File: src/dcr_pkg.sv
`default_nettype none
package dcr_pkg;
    // Register offsets.
    localparam logic [7:0] OFS_BUS_ADDRESS_SETTING     = 8'h00;
    localparam logic [7:0] OFS_RESET_AND_POWER_CONTROL = 8'h01;
    localparam logic [7:0] OFS_OUTPUT_AND_MODE_CONFIG  = 8'h02;
    // Reset values.
    localparam logic [7:0] RST_BUS_ADDRESS_SETTING     = 8'h00;
    localparam logic [7:0] RST_RESET_AND_POWER_CONTROL = 8'h04;
    localparam logic [7:0] RST_OUTPUT_AND_MODE_CONFIG  = 8'h00;
    // Field positions in bus_address_setting.
    localparam int ADR_FIELD_LSB    = 1;
    localparam int ADR_OVERRIDE_BIT = 0;
    // Field positions in reset_and_power_control.
    localparam int RPC_AUTO_PD_BIT   = 7;
    localparam int RPC_BACK_CHAN_BIT = 2;
    localparam int RPC_FULL_RST_BIT  = 1;
    localparam int RPC_DP_RST_BIT    = 0;
    // Field positions in output_and_mode_config.
    localparam int CFG_OUT_EN_BIT      = 7;
    localparam int CFG_PIN_OVR_BIT     = 6;
    localparam int CFG_OSC_CLK_BIT     = 5;
    localparam int CFG_SLEEP_SEL_BIT   = 4;
    localparam int CFG_LEGACY_SRC_BIT  = 3;
    localparam int CFG_LEGACY_BIT      = 2;
    localparam int CFG_LOW_FREQ_SRC_BIT = 1;
    localparam int CFG_LOW_FREQ_BIT    = 0;
    // Strap address table: base address plus the strap index.
    localparam logic [6:0] STRAP_ADDR_BASE = 7'h2C;
    localparam int         STRAP_ADDR_NUM  = 16;
    // Bits per serial byte.
    localparam logic [3:0] BITS_PER_BYTE = 4'h8;
endpackage : dcr_pkg
`default_nettype wire

File: src/dcr_config_regs.sv
`timescale 1ns/10ps
`default_nettype none
// What this block does
// - Serial two-wire slave answering at one of 16 strap addresses, or at the address set in offset 0x00.
// - Offset 0x00 bits 7:1 hold a readable, writable seven-bit bus address.
// - Offset 0x00 bit 0 set uses register address, clear uses the strap.
// - Offset 0x01 bit 7 powers down while no forward link is detected.
// - Offset 0x01 bit 2 enables back channel; reset value 0x04 enables it.
// - Offset 0x01 bit 1 resets all logic including registers, then self-clears.
// - Offset 0x01 bit 0 resets logic but keeps registers, then self-clears.
// - Offset 0x02 bit 7 enables parallel outputs; clear makes them high impedance.
// - Offset 0x02 bit 6 lets register enable and sleep select override pins.
// - Offset 0x02 bit 5 puts oscillator clock on pixel clock when unlocked.
// - Offset 0x02 bit 4 drives sleep state select, only when bit 6 set.
// - Offset 0x02 bit 3 takes legacy mode from bit 2, else mode strap.
// - Offset 0x02 bit 2 turns legacy compatibility on, only when bit 3 set.
// - Offset 0x02 bit 1 takes frequency range from bit 0, else mode strap.
// - Offset 0x02 bit 0 set selects low range; clear selects normal range.
module dcr_config_regs (
    input  wire logic       mclk_i,
    input  wire logic       rst_b_i,
    input  wire logic       scl_i,
    input  wire logic       sda_i,
    output logic            sda_o,
    output logic            sda_oe_o,
    input  wire logic [3:0] address_strap_pin_i,
    input  wire logic       mode_strap_legacy_i,
    input  wire logic       mode_strap_low_freq_i,
    input  wire logic       output_enable_pin_i,
    input  wire logic       output_sleep_state_select_i,
    input  wire logic       link_detect_i,
    input  wire logic       lock_i,
    output logic            power_down_o,
    output logic            back_channel_en_o,
    output logic            datapath_soft_reset_o,
    output logic            output_enable_o,
    output logic            output_sleep_state_select_o,
    output logic            osc_clk_on_pclk_o,
    output logic            legacy_compat_mode_o,
    output logic            low_freq_range_mode_o
);
    typedef enum logic [3:0] {
        ST_IDLE, ST_DEV, ST_DEV_ACK, ST_PTR, ST_PTR_ACK, ST_WR, ST_WR_ACK, ST_RD, ST_RD_ACK
    } dcr_state_e;

    dcr_state_e state, next_state;
    logic       scl_q, sda_q, next_scl_q, next_sda_q;
    logic [7:0] shift, next_shift;
    logic [7:0] tx, next_tx;
    logic [3:0] cnt, next_cnt;
    logic [7:0] ptr, next_ptr;
    logic       rw, next_rw;
    logic       oe, next_oe;
    logic       wr_stb;
    logic       rise, fall, start_ev, stop_ev;
    logic [6:0] active_addr;

    logic [7:0] addr_reg, next_addr_reg;
    logic       auto_pd, next_auto_pd;
    logic       bchan_en, next_bchan_en;
    logic [7:0] cfg, next_cfg;
    logic       next_power_down, next_dp_rst, next_out_en, next_sleep_sel;
    logic       next_osc_clk, next_legacy, next_low_freq;

    function automatic logic [7:0] rd_data(input logic [7:0] a);
        case (a)
            dcr_pkg::OFS_BUS_ADDRESS_SETTING:     rd_data = addr_reg;
            dcr_pkg::OFS_RESET_AND_POWER_CONTROL: rd_data = {auto_pd, 4'h0, bchan_en, 2'h0};
            dcr_pkg::OFS_OUTPUT_AND_MODE_CONFIG:  rd_data = cfg;
            default:                              rd_data = 8'h00;
        endcase
    endfunction

    // The strap index picks one of the consecutive table addresses.
    assign active_addr = addr_reg[dcr_pkg::ADR_OVERRIDE_BIT] ? addr_reg[7:dcr_pkg::ADR_FIELD_LSB]
                       : 7'(dcr_pkg::STRAP_ADDR_BASE + {3'h0, address_strap_pin_i});

    assign rise     = scl_i & ~scl_q;
    assign fall     = ~scl_i & scl_q;
    assign start_ev = scl_i & scl_q & sda_q & ~sda_i;
    assign stop_ev  = scl_i & scl_q & ~sda_q & sda_i;
    assign sda_o    = 1'b0;
    assign sda_oe_o = oe;

    // Serial slave: bits are sampled on the rising clock edge and driven after the falling one.
    always_comb begin
        next_state = state;
        next_shift = shift;
        next_tx    = tx;
        next_cnt   = cnt;
        next_ptr   = ptr;
        next_rw    = rw;
        next_oe    = oe;
        next_scl_q = scl_i;
        next_sda_q = sda_i;
        wr_stb     = 1'b0;
        if (start_ev) begin
            next_state = ST_DEV;
            next_cnt   = 4'h0;
            next_oe    = 1'b0;
        end else if (stop_ev) begin
            next_state = ST_IDLE;
            next_oe    = 1'b0;
        end else begin
            case (state)
                ST_DEV, ST_PTR, ST_WR: begin
                    if (rise) begin
                        next_shift = {shift[6:0], sda_i};
                        next_cnt   = cnt + 4'h1;
                    end else if (fall && cnt == dcr_pkg::BITS_PER_BYTE) begin
                        next_oe = 1'b1;
                        if (state == ST_DEV) begin
                            if (shift[7:1] == active_addr) begin
                                next_state = ST_DEV_ACK;
                                next_rw    = shift[0];
                            end else begin
                                next_state = ST_IDLE;
                                next_oe    = 1'b0;
                            end
                        end else if (state == ST_PTR) begin
                            next_ptr   = shift;
                            next_state = ST_PTR_ACK;
                        end else begin
                            wr_stb     = 1'b1;
                            next_state = ST_WR_ACK;
                        end
                    end
                end
                ST_DEV_ACK, ST_PTR_ACK, ST_WR_ACK: begin
                    if (fall) begin
                        next_cnt = 4'h0;
                        if (state == ST_DEV_ACK && rw) begin
                            next_tx    = rd_data(ptr);
                            next_oe    = ~next_tx[7];
                            next_state = ST_RD;
                        end else begin
                            next_oe    = 1'b0;
                            next_state = (state == ST_DEV_ACK) ? ST_PTR : ST_WR;
                            if (state == ST_WR_ACK) begin
                                next_ptr = ptr + 8'h01;
                            end
                        end
                    end
                end
                ST_RD: begin
                    if (rise) begin
                        next_cnt = cnt + 4'h1;
                    end else if (fall) begin
                        if (cnt == dcr_pkg::BITS_PER_BYTE) begin
                            next_oe    = 1'b0;
                            next_state = ST_RD_ACK;
                        end else begin
                            next_tx = {tx[6:0], 1'b0};
                            next_oe = ~tx[6];
                        end
                    end
                end
                ST_RD_ACK: begin
                    if (rise && sda_i) begin
                        next_state = ST_IDLE;
                    end else if (fall) begin
                        next_ptr   = ptr + 8'h01;
                        next_tx    = rd_data(ptr + 8'h01);
                        next_oe    = ~next_tx[7];
                        next_cnt   = 4'h0;
                        next_state = ST_RD;
                    end
                end
                default: begin
                    next_state = ST_IDLE;
                    next_oe    = 1'b0;
                end
            endcase
        end
    end

    always_ff @(posedge mclk_i or negedge rst_b_i) begin
        if (!rst_b_i) begin
            state <= ST_IDLE;
            shift <= 8'h00;
            tx    <= 8'h00;
            cnt   <= 4'h0;
            ptr   <= 8'h00;
            rw    <= 1'b0;
            oe    <= 1'b0;
            scl_q <= 1'b1;
            sda_q <= 1'b1;
        end else begin
            state <= next_state;
            shift <= next_shift;
            tx    <= next_tx;
            cnt   <= next_cnt;
            ptr   <= next_ptr;
            rw    <= next_rw;
            oe    <= next_oe;
            scl_q <= next_scl_q;
            sda_q <= next_sda_q;
        end
    end

    // Register bank and the registered controls that it steers.
    always_comb begin
        next_addr_reg = addr_reg;
        next_auto_pd  = auto_pd;
        next_bchan_en = bchan_en;
        next_cfg      = cfg;
        next_dp_rst   = 1'b0;
        if (wr_stb) begin
            case (ptr)
                dcr_pkg::OFS_BUS_ADDRESS_SETTING: begin
                    next_addr_reg = shift;
                end
                dcr_pkg::OFS_RESET_AND_POWER_CONTROL: begin
                    // Reset bits are never stored, so they always read back as zero.
                    if (shift[dcr_pkg::RPC_FULL_RST_BIT]) begin
                        next_addr_reg = dcr_pkg::RST_BUS_ADDRESS_SETTING;
                        next_auto_pd  =
                            dcr_pkg::RST_RESET_AND_POWER_CONTROL[dcr_pkg::RPC_AUTO_PD_BIT];
                        next_bchan_en =
                            dcr_pkg::RST_RESET_AND_POWER_CONTROL[dcr_pkg::RPC_BACK_CHAN_BIT];
                        next_cfg      = dcr_pkg::RST_OUTPUT_AND_MODE_CONFIG;
                        next_dp_rst   = 1'b1;
                    end else begin
                        next_auto_pd  = shift[dcr_pkg::RPC_AUTO_PD_BIT];
                        next_bchan_en = shift[dcr_pkg::RPC_BACK_CHAN_BIT];
                        next_dp_rst   = shift[dcr_pkg::RPC_DP_RST_BIT];
                    end
                end
                dcr_pkg::OFS_OUTPUT_AND_MODE_CONFIG: begin
                    next_cfg = shift;
                end
                default: begin
                    next_cfg = cfg;
                end
            endcase
        end
        next_power_down = auto_pd & ~link_detect_i;
        next_out_en     = cfg[dcr_pkg::CFG_PIN_OVR_BIT] ? cfg[dcr_pkg::CFG_OUT_EN_BIT]
                        : output_enable_pin_i;
        next_sleep_sel  = cfg[dcr_pkg::CFG_PIN_OVR_BIT] ? cfg[dcr_pkg::CFG_SLEEP_SEL_BIT]
                        : output_sleep_state_select_i;
        next_osc_clk    = cfg[dcr_pkg::CFG_OSC_CLK_BIT] & ~lock_i;
        next_legacy     = cfg[dcr_pkg::CFG_LEGACY_SRC_BIT] ? cfg[dcr_pkg::CFG_LEGACY_BIT]
                        : mode_strap_legacy_i;
        next_low_freq   = cfg[dcr_pkg::CFG_LOW_FREQ_SRC_BIT] ? cfg[dcr_pkg::CFG_LOW_FREQ_BIT]
                        : mode_strap_low_freq_i;
    end

    always_ff @(posedge mclk_i or negedge rst_b_i) begin
        if (!rst_b_i) begin
            addr_reg                    <= dcr_pkg::RST_BUS_ADDRESS_SETTING;
            auto_pd                     <= 1'b0;
            bchan_en                    <= 1'b1;
            cfg                         <= dcr_pkg::RST_OUTPUT_AND_MODE_CONFIG;
            power_down_o                <= 1'b0;
            back_channel_en_o           <= 1'b1;
            datapath_soft_reset_o       <= 1'b0;
            output_enable_o             <= 1'b0;
            output_sleep_state_select_o <= 1'b0;
            osc_clk_on_pclk_o           <= 1'b0;
            legacy_compat_mode_o        <= 1'b0;
            low_freq_range_mode_o       <= 1'b0;
        end else begin
            addr_reg                    <= next_addr_reg;
            auto_pd                     <= next_auto_pd;
            bchan_en                    <= next_bchan_en;
            cfg                         <= next_cfg;
            power_down_o                <= next_power_down;
            back_channel_en_o           <= bchan_en;
            datapath_soft_reset_o       <= next_dp_rst;
            output_enable_o             <= next_out_en;
            output_sleep_state_select_o <= next_sleep_sel;
            osc_clk_on_pclk_o           <= next_osc_clk;
            legacy_compat_mode_o        <= next_legacy;
            low_freq_range_mode_o       <= next_low_freq;
        end
    end
endmodule : dcr_config_regs
`default_nettype wire

File: config.mk
export PLATFORM = sky130hd
export DESIGN_NAME = dcr_config_regs
export DESIGN_NICKNAME = d
export VERILOG_FILES = /design/src/dcr_pkg.sv /design/src/dcr_config_regs.sv
export SDC_FILE = /design/constraint.sdc
export NUM_CORES = 1
export LEC_CHECK = 0
export BUFFER_PORTS_ARGS = -buffer_cell sky130_fd_sc_hd__buf_4
export CORE_MARGIN = 4
export CORE_UTILIZATION = 30
export CTS_CLUSTER_DIAMETER = 60
export DETAILED_ROUTE_END_ITERATION = 10
export SYNTH_ARGS = -nofsm -noshare
export SYNTH_HDL_FRONTEND = slang
export SYNTH_SLANG_ARGS = --single-unit
File: constraint.sdc
create_clock -name mclk_i -period 3.9 [get_ports mclk_i]
set_input_delay 0.195 -clock mclk_i [delete_from_list [all_inputs] [get_ports mclk_i]]
set_output_delay 0.195 -clock mclk_i [all_outputs]
set_load 0.1 [all_outputs]
* Yosys cells after proc, flatten, opt, wreduce, memory -nomap -nowiden *
Index checks and enable logic that the tools add are counted.

word-level totals
  latch bits = 0
  memories kept = 0
  bits in read-only memories = 0
  word-level logic and storage cells = 194
  RAM bits = 0
  flip-flop bits (word level) = 61
  bits of input ports = 14
  output and inout bits = 10

cells by class
  reductions and logical operators = 23
  bitwise operators = 21
  order comparisons = 0
  shifts and indexed selects = 0
  $add $sub $neg = 3
  divide/modulo/power cells = 0
  $mul = 0
  equal/unequal tests = 40
  multiplexer cells = 86

operator list
  operator                                                               number
  8-bit two-way mux                                                      20
  8-bit case mux with 3 select lines                                     3
  4-bit two-way mux                                                      16
  7-bit two-way mux                                                      8
  4-bit inequality test, second input constant                           8
  8-bit case mux with 2 select lines                                     2
  2-bit inequality test, second input constant                           15
  1-bit two-way mux                                                      29
  7-bit case mux with 3 select lines                                     1
  7-bit AND reduction                                                    3
  4-bit by 3-bit equality test with 1-bit output, second input constant  4
  8-bit by 1-bit equality test with 1-bit output, second input constant  2
  8-bit by 2-bit equality test with 1-bit output, second input constant  2
  8-bit zero test                                                        2
  4-bit case mux with 4 select lines                                     1
  1-bit NOT                                                              12
  4-bit case mux with 3 select lines                                     1
  12-bit AND reduction                                                   1
  10-bit AND reduction                                                   1
  1-bit bitwise AND                                                      9
  8-bit by 1-bit adder with 8-bit output, second input constant          1
  4-bit by 2-bit equality test with 1-bit output, second input constant  2
  4-bit equality test, second input constant                             2
  4-bit AND reduction                                                    2
  18 further kinds                                                       26

* Logic depth before layout (Yosys ltp) *
  word-level depth = 14
  depth in mapped cells = 9
  gate-level depth less buffers = 8

* Worst setup path before layout *
Ideal clock, no wire load.

  kind = register to register
  start point = register state[1]
  end point = register state[0]
  setup time = 125 ps
  data required time = 3775 ps
  arrival time = 1874 ps
  path slack = 1901 ps
  cell stages (with the launch flop) = 7
  path buffers = 0
  clock period less this slack = 1999 ps
  cell sequence = dfrtp_1 or4b_1 a21o_1 a21o_1 o21a_1 nor2_1 mux2_2

between the ends
  cells in the longest elaborated chain, start to end = 7
  elaborated cells on any way between the ends = 27
  those cells by class = 15 x eq/ne; 8 x mux; 4 x reduce/logical

ends and longest elaborated chain
  item                                                                                                                     line                                                                    RTL
  from (decl)                                                                                                              dcr_config_regs.sv:46                                                   dcr_state_e state, next_state;
  from (signal assigned)                                                                                                   dcr_config_regs.sv:189                                                  state <= next_state;
  4-bit by 1-bit equality test with 1-bit output / 4-bit by 2-bit equality test with 1-bit output (equally long branches)  dcr_config_regs.sv:105, dcr_config_regs.sv:112, dcr_config_regs.sv:132
  4-bit two-way mux / 1-bit logical AND (equally long branches)                                                            dcr_config_regs.sv:112, dcr_config_regs.sv:132
  4-bit two-way mux / 3-bit two-way mux (equally long branches)                                                            dcr_config_regs.sv:110, dcr_config_regs.sv:132
  4-bit two-way mux (on tied branches)                                                                                     dcr_config_regs.sv:107, dcr_config_regs.sv:130
  4-bit case mux with 4 select lines                                                                                       dcr_config_regs.sv:105                                                  case (state)
  4-bit two-way mux                                                                                                        dcr_config_regs.sv:101                                                  end else if (stop_ev) begin
  4-bit two-way mux                                                                                                        dcr_config_regs.sv:97                                                   if (start_ev) begin

Several ways; a longest one is shown, not always the timed one. The select of a mux whose other input is x is not followed.
A chain may end at the register's enable or synchronous reset.

* Worst setup path after layout *
  start point = register ptr[0]
  end point = register tx[1]

between the ends
  cells in the longest elaborated chain, start to end = 11
  elaborated cells on any way between the ends = 24
  those cells by class = 1 x add/sub; 4 x eq/ne; 17 x mux; 2 x reduce/logical

ends and longest elaborated chain
  item                                                                    line                    RTL
  from (decl)                                                             dcr_config_regs.sv:51   logic [7:0] ptr, next_ptr;
  from (signal assigned)                                                  dcr_config_regs.sv:193  ptr <= next_ptr;
  8-bit by 1-bit adder with 8-bit output                                  dcr_config_regs.sv:163  next_tx = rd_data(ptr + 8'h01);
  8-bit by 2-bit equality test with 1-bit output (tied with other cells)  dcr_config_regs.sv:66   case (a)
  8-bit case mux with 3 select lines                                      dcr_config_regs.sv:66
  8-bit two-way mux                                                       dcr_config_regs.sv:161  end else if (fall) begin
  8-bit two-way mux                                                       dcr_config_regs.sv:159  if (rise && sda_i) begin
  8-bit two-way mux                                                       dcr_config_regs.sv:105
  8-bit two-way mux                                                       dcr_config_regs.sv:101
  8-bit two-way mux                                                       dcr_config_regs.sv:97
  7-bit two-way mux                                                       dcr_config_regs.sv:161
  7-bit two-way mux                                                       dcr_config_regs.sv:159
  7-bit case mux with 3 select lines (*)                                  dcr_config_regs.sv:105
  to (signal assigned)                                                    dcr_config_regs.sv:191  tx <= next_tx;
  to (decl)                                                               dcr_config_regs.sv:49   logic [7:0] tx, next_tx;

Every way passes the cells marked *; elsewhere a longest branch is shown, timed or not. The select of a mux whose other input is x is not followed.

==> impl_metrics.json <==
{
  "status": "finished clean",
  "syn-num-nets": 428,
  "ys.flop_type": "dfrtp_1",
  "fin_setup_tns_ns": 0,
  "numCtsBuffers": 9,
  "start_util_pct": 30.9,
  "critical_path_buf_inv_count": 1,
  "cpPeakStageDelay_ns": 1.04,
  "grt_max_degree": 62,
  "rsz0062_at_grt": "false",
  "max-cap-violations": 0,
  "synth-xor-area-share_pct": 2.11,
  "grt-busiest-layer": "met2",
  "relSlewSlack_pct": 28.2,
  "area_growth_pct": 14.8,
  "synth_cells": 407,
  "power_frac_comb_pct": 13.8,
  "fin_crit_ns": 2.68,
  "critPathTopFamily": "compound AO/OA/AOI/OAI gates",
  "startpoint_type": "flip-flop",
  "cts_max_level": 3,
  "via_per_inst": 5.26,
  "drtIter0Drc": 139,
  "nNetsFinal": 440,
  "final_common_cell": "dfrtp_1",
  "fin_crit_sh_pct": 68.8,
  "grt_pass1_wl_um": 16100,
  "worst_slew_pin_slew_ns": 1.06,
  "drcViolationCount": 0,
  "intPower_mw": 1.21,
  "async_flop_share_pct": 100,
  "synth_mux_area_share_pct": 8.07,
  "slew_viol_final": 0,
  "ant_nets": 0,
  "grt_pass1_vias": 3138,
  "finalInstanceArea_mm2": 0.00429,
  "clock_skew_ns": 0.00861,
  "antenna_found_initial": 0,
  "postCtsSetupBuffers": 0,
  "synth-adder-area-share_pct": 2.34,
  "path_cells": "inv_1 -> ha_1 -> o311ai_0 -> o21ai_0 -> mux2i_1 -> o21ai_0",
  "wl_um": 9470,
  "cts_tree": "built",
  "ys_ff_latch": 61,
  "num-fill-cells": 1281,
  "pwr-share-clk_pct": 43.5,
  "slowest_stage": "o311ai_0",
  "holdWs_ns": 0.0162,
  "placed_area_mm2": 0.00400,
  "track_usage_pct": 13.9,
  "grtUsageMet3_pct": 2.59,
  "switching_power_mw": 0.484,
  "setup_violations": 0,
  "critPathMostFrequentCell": "o21ai_0",
  "insertion_delay_ns": 0.33,
  "p_sw_share_pct": 28.5,
  "overflow": 0,
  "fmax_ghz": 0.373,
  "use_met1_pct": 18.5,
  "hold_viol": 0,
  "antenna-diode-count": 0,
  "avgSynthCellArea_um2": 9.19,
  "synth-simple-area-share_pct": 18.7,
  "cts_root_buf": "clkbuf_16",
  "ys_warn_count": 0,
  "io_pins": 24,
  "dieArea_mm2": 0.0143,
  "arrival_ns": 2.89,
  "die_y_um": 120,
  "portBuffers": 22,
  "die_x_um": 120,
  "cts_max_path_buffers": 2,
  "row_count": 40,
  "wl_per_cell_um": 16.0,
  "grt_use_met2_pct": 22.3,
  "p_leak_nw": 1.74,
  "synth_top_family_by_area": "compound AO/OA/AOI/OAI gates",
  "sequentialPowerShare_pct": 42.7,
  "synthesis.area_mm2": 0.00374,
  "clkSlewWorstSetupHoldPaths_ns": 0.05,
  "dp_hpwl_um": 6760,
  "dr_total_vias": 3114,
  "worst-setup-path-type": "reg -> reg",
  "min_path_type": "in -> reg",
  "yosysUniqueCellTypes": 64,
  "gp_congestion": 0.819,
  "p_per_area_mw_per_mm2": 395,
  "seq_area_mm2": 0.00153,
  "clock-sinks": 61,
  "peakVddDrop_mv": 0.204,
  "synth-seq-area-share_pct": 41.0,
  "final_util_pct": 35.4,
  "drive_above_1_share_pct": 15.6,
  "synth_edf_count": 0,
  "core_mm2": 0.0121,
  "multi_input_area_mm2": 0.00204,
  "synth_compound_area_share_pct": 23.2,
  "ctsResizeCount": 0,
  "cp.required_ns": 4.11,
  "firstDrtPassIters": 7,
  "critPathMaxFanout": 28,
  "final_cell_mix": "dfrtp_1 (57), o21ai_0 (41), nand2_1 (39)",
  "cp-end-kind": "flip-flop"
}
## area by class of cell
class	instances	share of cell area (%)
repair buffers	24	4.31
inverters	14	1.22
clock buffers	14	6.15
well taps	168	4.90
flip-flops and latches	61	35.7
clock inverters	2	0.233
multi-input cells	309	47.5
## per-stage QoR
step	total power [mW]	setup WS (ns)	instances
after detailed placement	0.968	1.17	574
after global routing	1.78	0.917	592
after floorplan	0.888	1.90	407
after CTS	1.72	1.17	592
final	1.70	1.22	592
after global placement	0.963	1.28	574
## power groups by stage
| stage | combinational (mW) | sequential (mW) | clock [mW] |
|---|---|---|---|
| floorplan | 0.170 | 0.719 | 0 |
| finish | 0.234 | 0.724 | 0.737 |
| detailed placement | 0.233 | 0.735 | 0 |
| CTS | 0.237 | 0.725 | 0.757 |
| global placement | 0.229 | 0.734 | 0 |
| global route | 0.263 | 0.730 | 0.783 |
## cells in the mapped netlist (3+ instances only)
| cell | count | share of area (%) |
|---|---|---|
| o21bai_1 | 3 | 0.60 |
| nand2_1 | 39 | 3.9 |
| dfrtp_1 | 57 | 38 |
| a32o_1 | 3 | 0.80 |
| and3_1 | 6 | 1.0 |
| nand2b_1 | 8 | 1.3 |
| nor3_1 | 6 | 0.80 |
| a31oi_1 | 12 | 2.0 |
| nor2_1 | 22 | 2.2 |
| inv_1 | 14 | 1.4 |
| a22oi_1 | 14 | 2.8 |
| a21o_1 | 3 | 0.60 |
| a21oi_1 | 23 | 3.1 |
| nand3_1 | 13 | 1.7 |
| nor2b_1 | 13 | 2.2 |
| mux2_2 | 15 | 4.5 |
| a32oi_1 | 3 | 0.70 |
| o21ai_0 | 41 | 5.5 |
| xor2_1 | 4 | 0.94 |
| and2_1 | 4 | 0.67 |
| xnor2_1 | 5 | 1.2 |
| dfstp_2 | 4 | 2.8 |
| a22o_1 | 8 | 1.9 |
| mux2i_1 | 11 | 2.9 |
| buf_2 | 6 | 0.80 |
| ha_1 | 7 | 2.3 |
| clkbuf_1 | 13 | 1.3 |
## routing by layer
metal / routed length, um / up-vias
met2: 4520 / 73
li1: - / 1523
met4: 194 / 0
met3: 479 / 11
met1: 4280 / 1507
met5: 0 / -
## timing repair
item	in CTS	in global routing
hold buffers	2	0
setup endpoints to repair	0	0
endpoints found under the hold margin	52	0
## path summary, 6_finish.rpt
kind                           from  slack [ns]           endpoint  depth (start not counted)
setup / recovery             ptr[0]        1.22              tx[1]                          6
hold / removal               lock_i        0.02  osc_clk_on_pclk_o                          2
setup reg to reg             ptr[0]        1.22              tx[1]                          6
hold reg to reg            bchan_en        0.40  back_channel_en_o                          0
max in group asynchronous   rst_b_i        2.89              tx[4]                          2
min in group asynchronous   rst_b_i        0.50           shift[4]                          2
## cells by family (layout without fill, tap and decap cells)
group / count (synthesis) / count (layout)
adders and majority gates: 7 / 7
buffers and inverters: 37 / 54
and+or+nand+nor: 133 / 133
other: 1 / 1
DFF: 61 / 61
AOI/OAI and AO/OA: 132 / 132
xor gates and xnor gates: 9 / 9
muxes: 27 / 27
(Power assumes the default switching activity.)
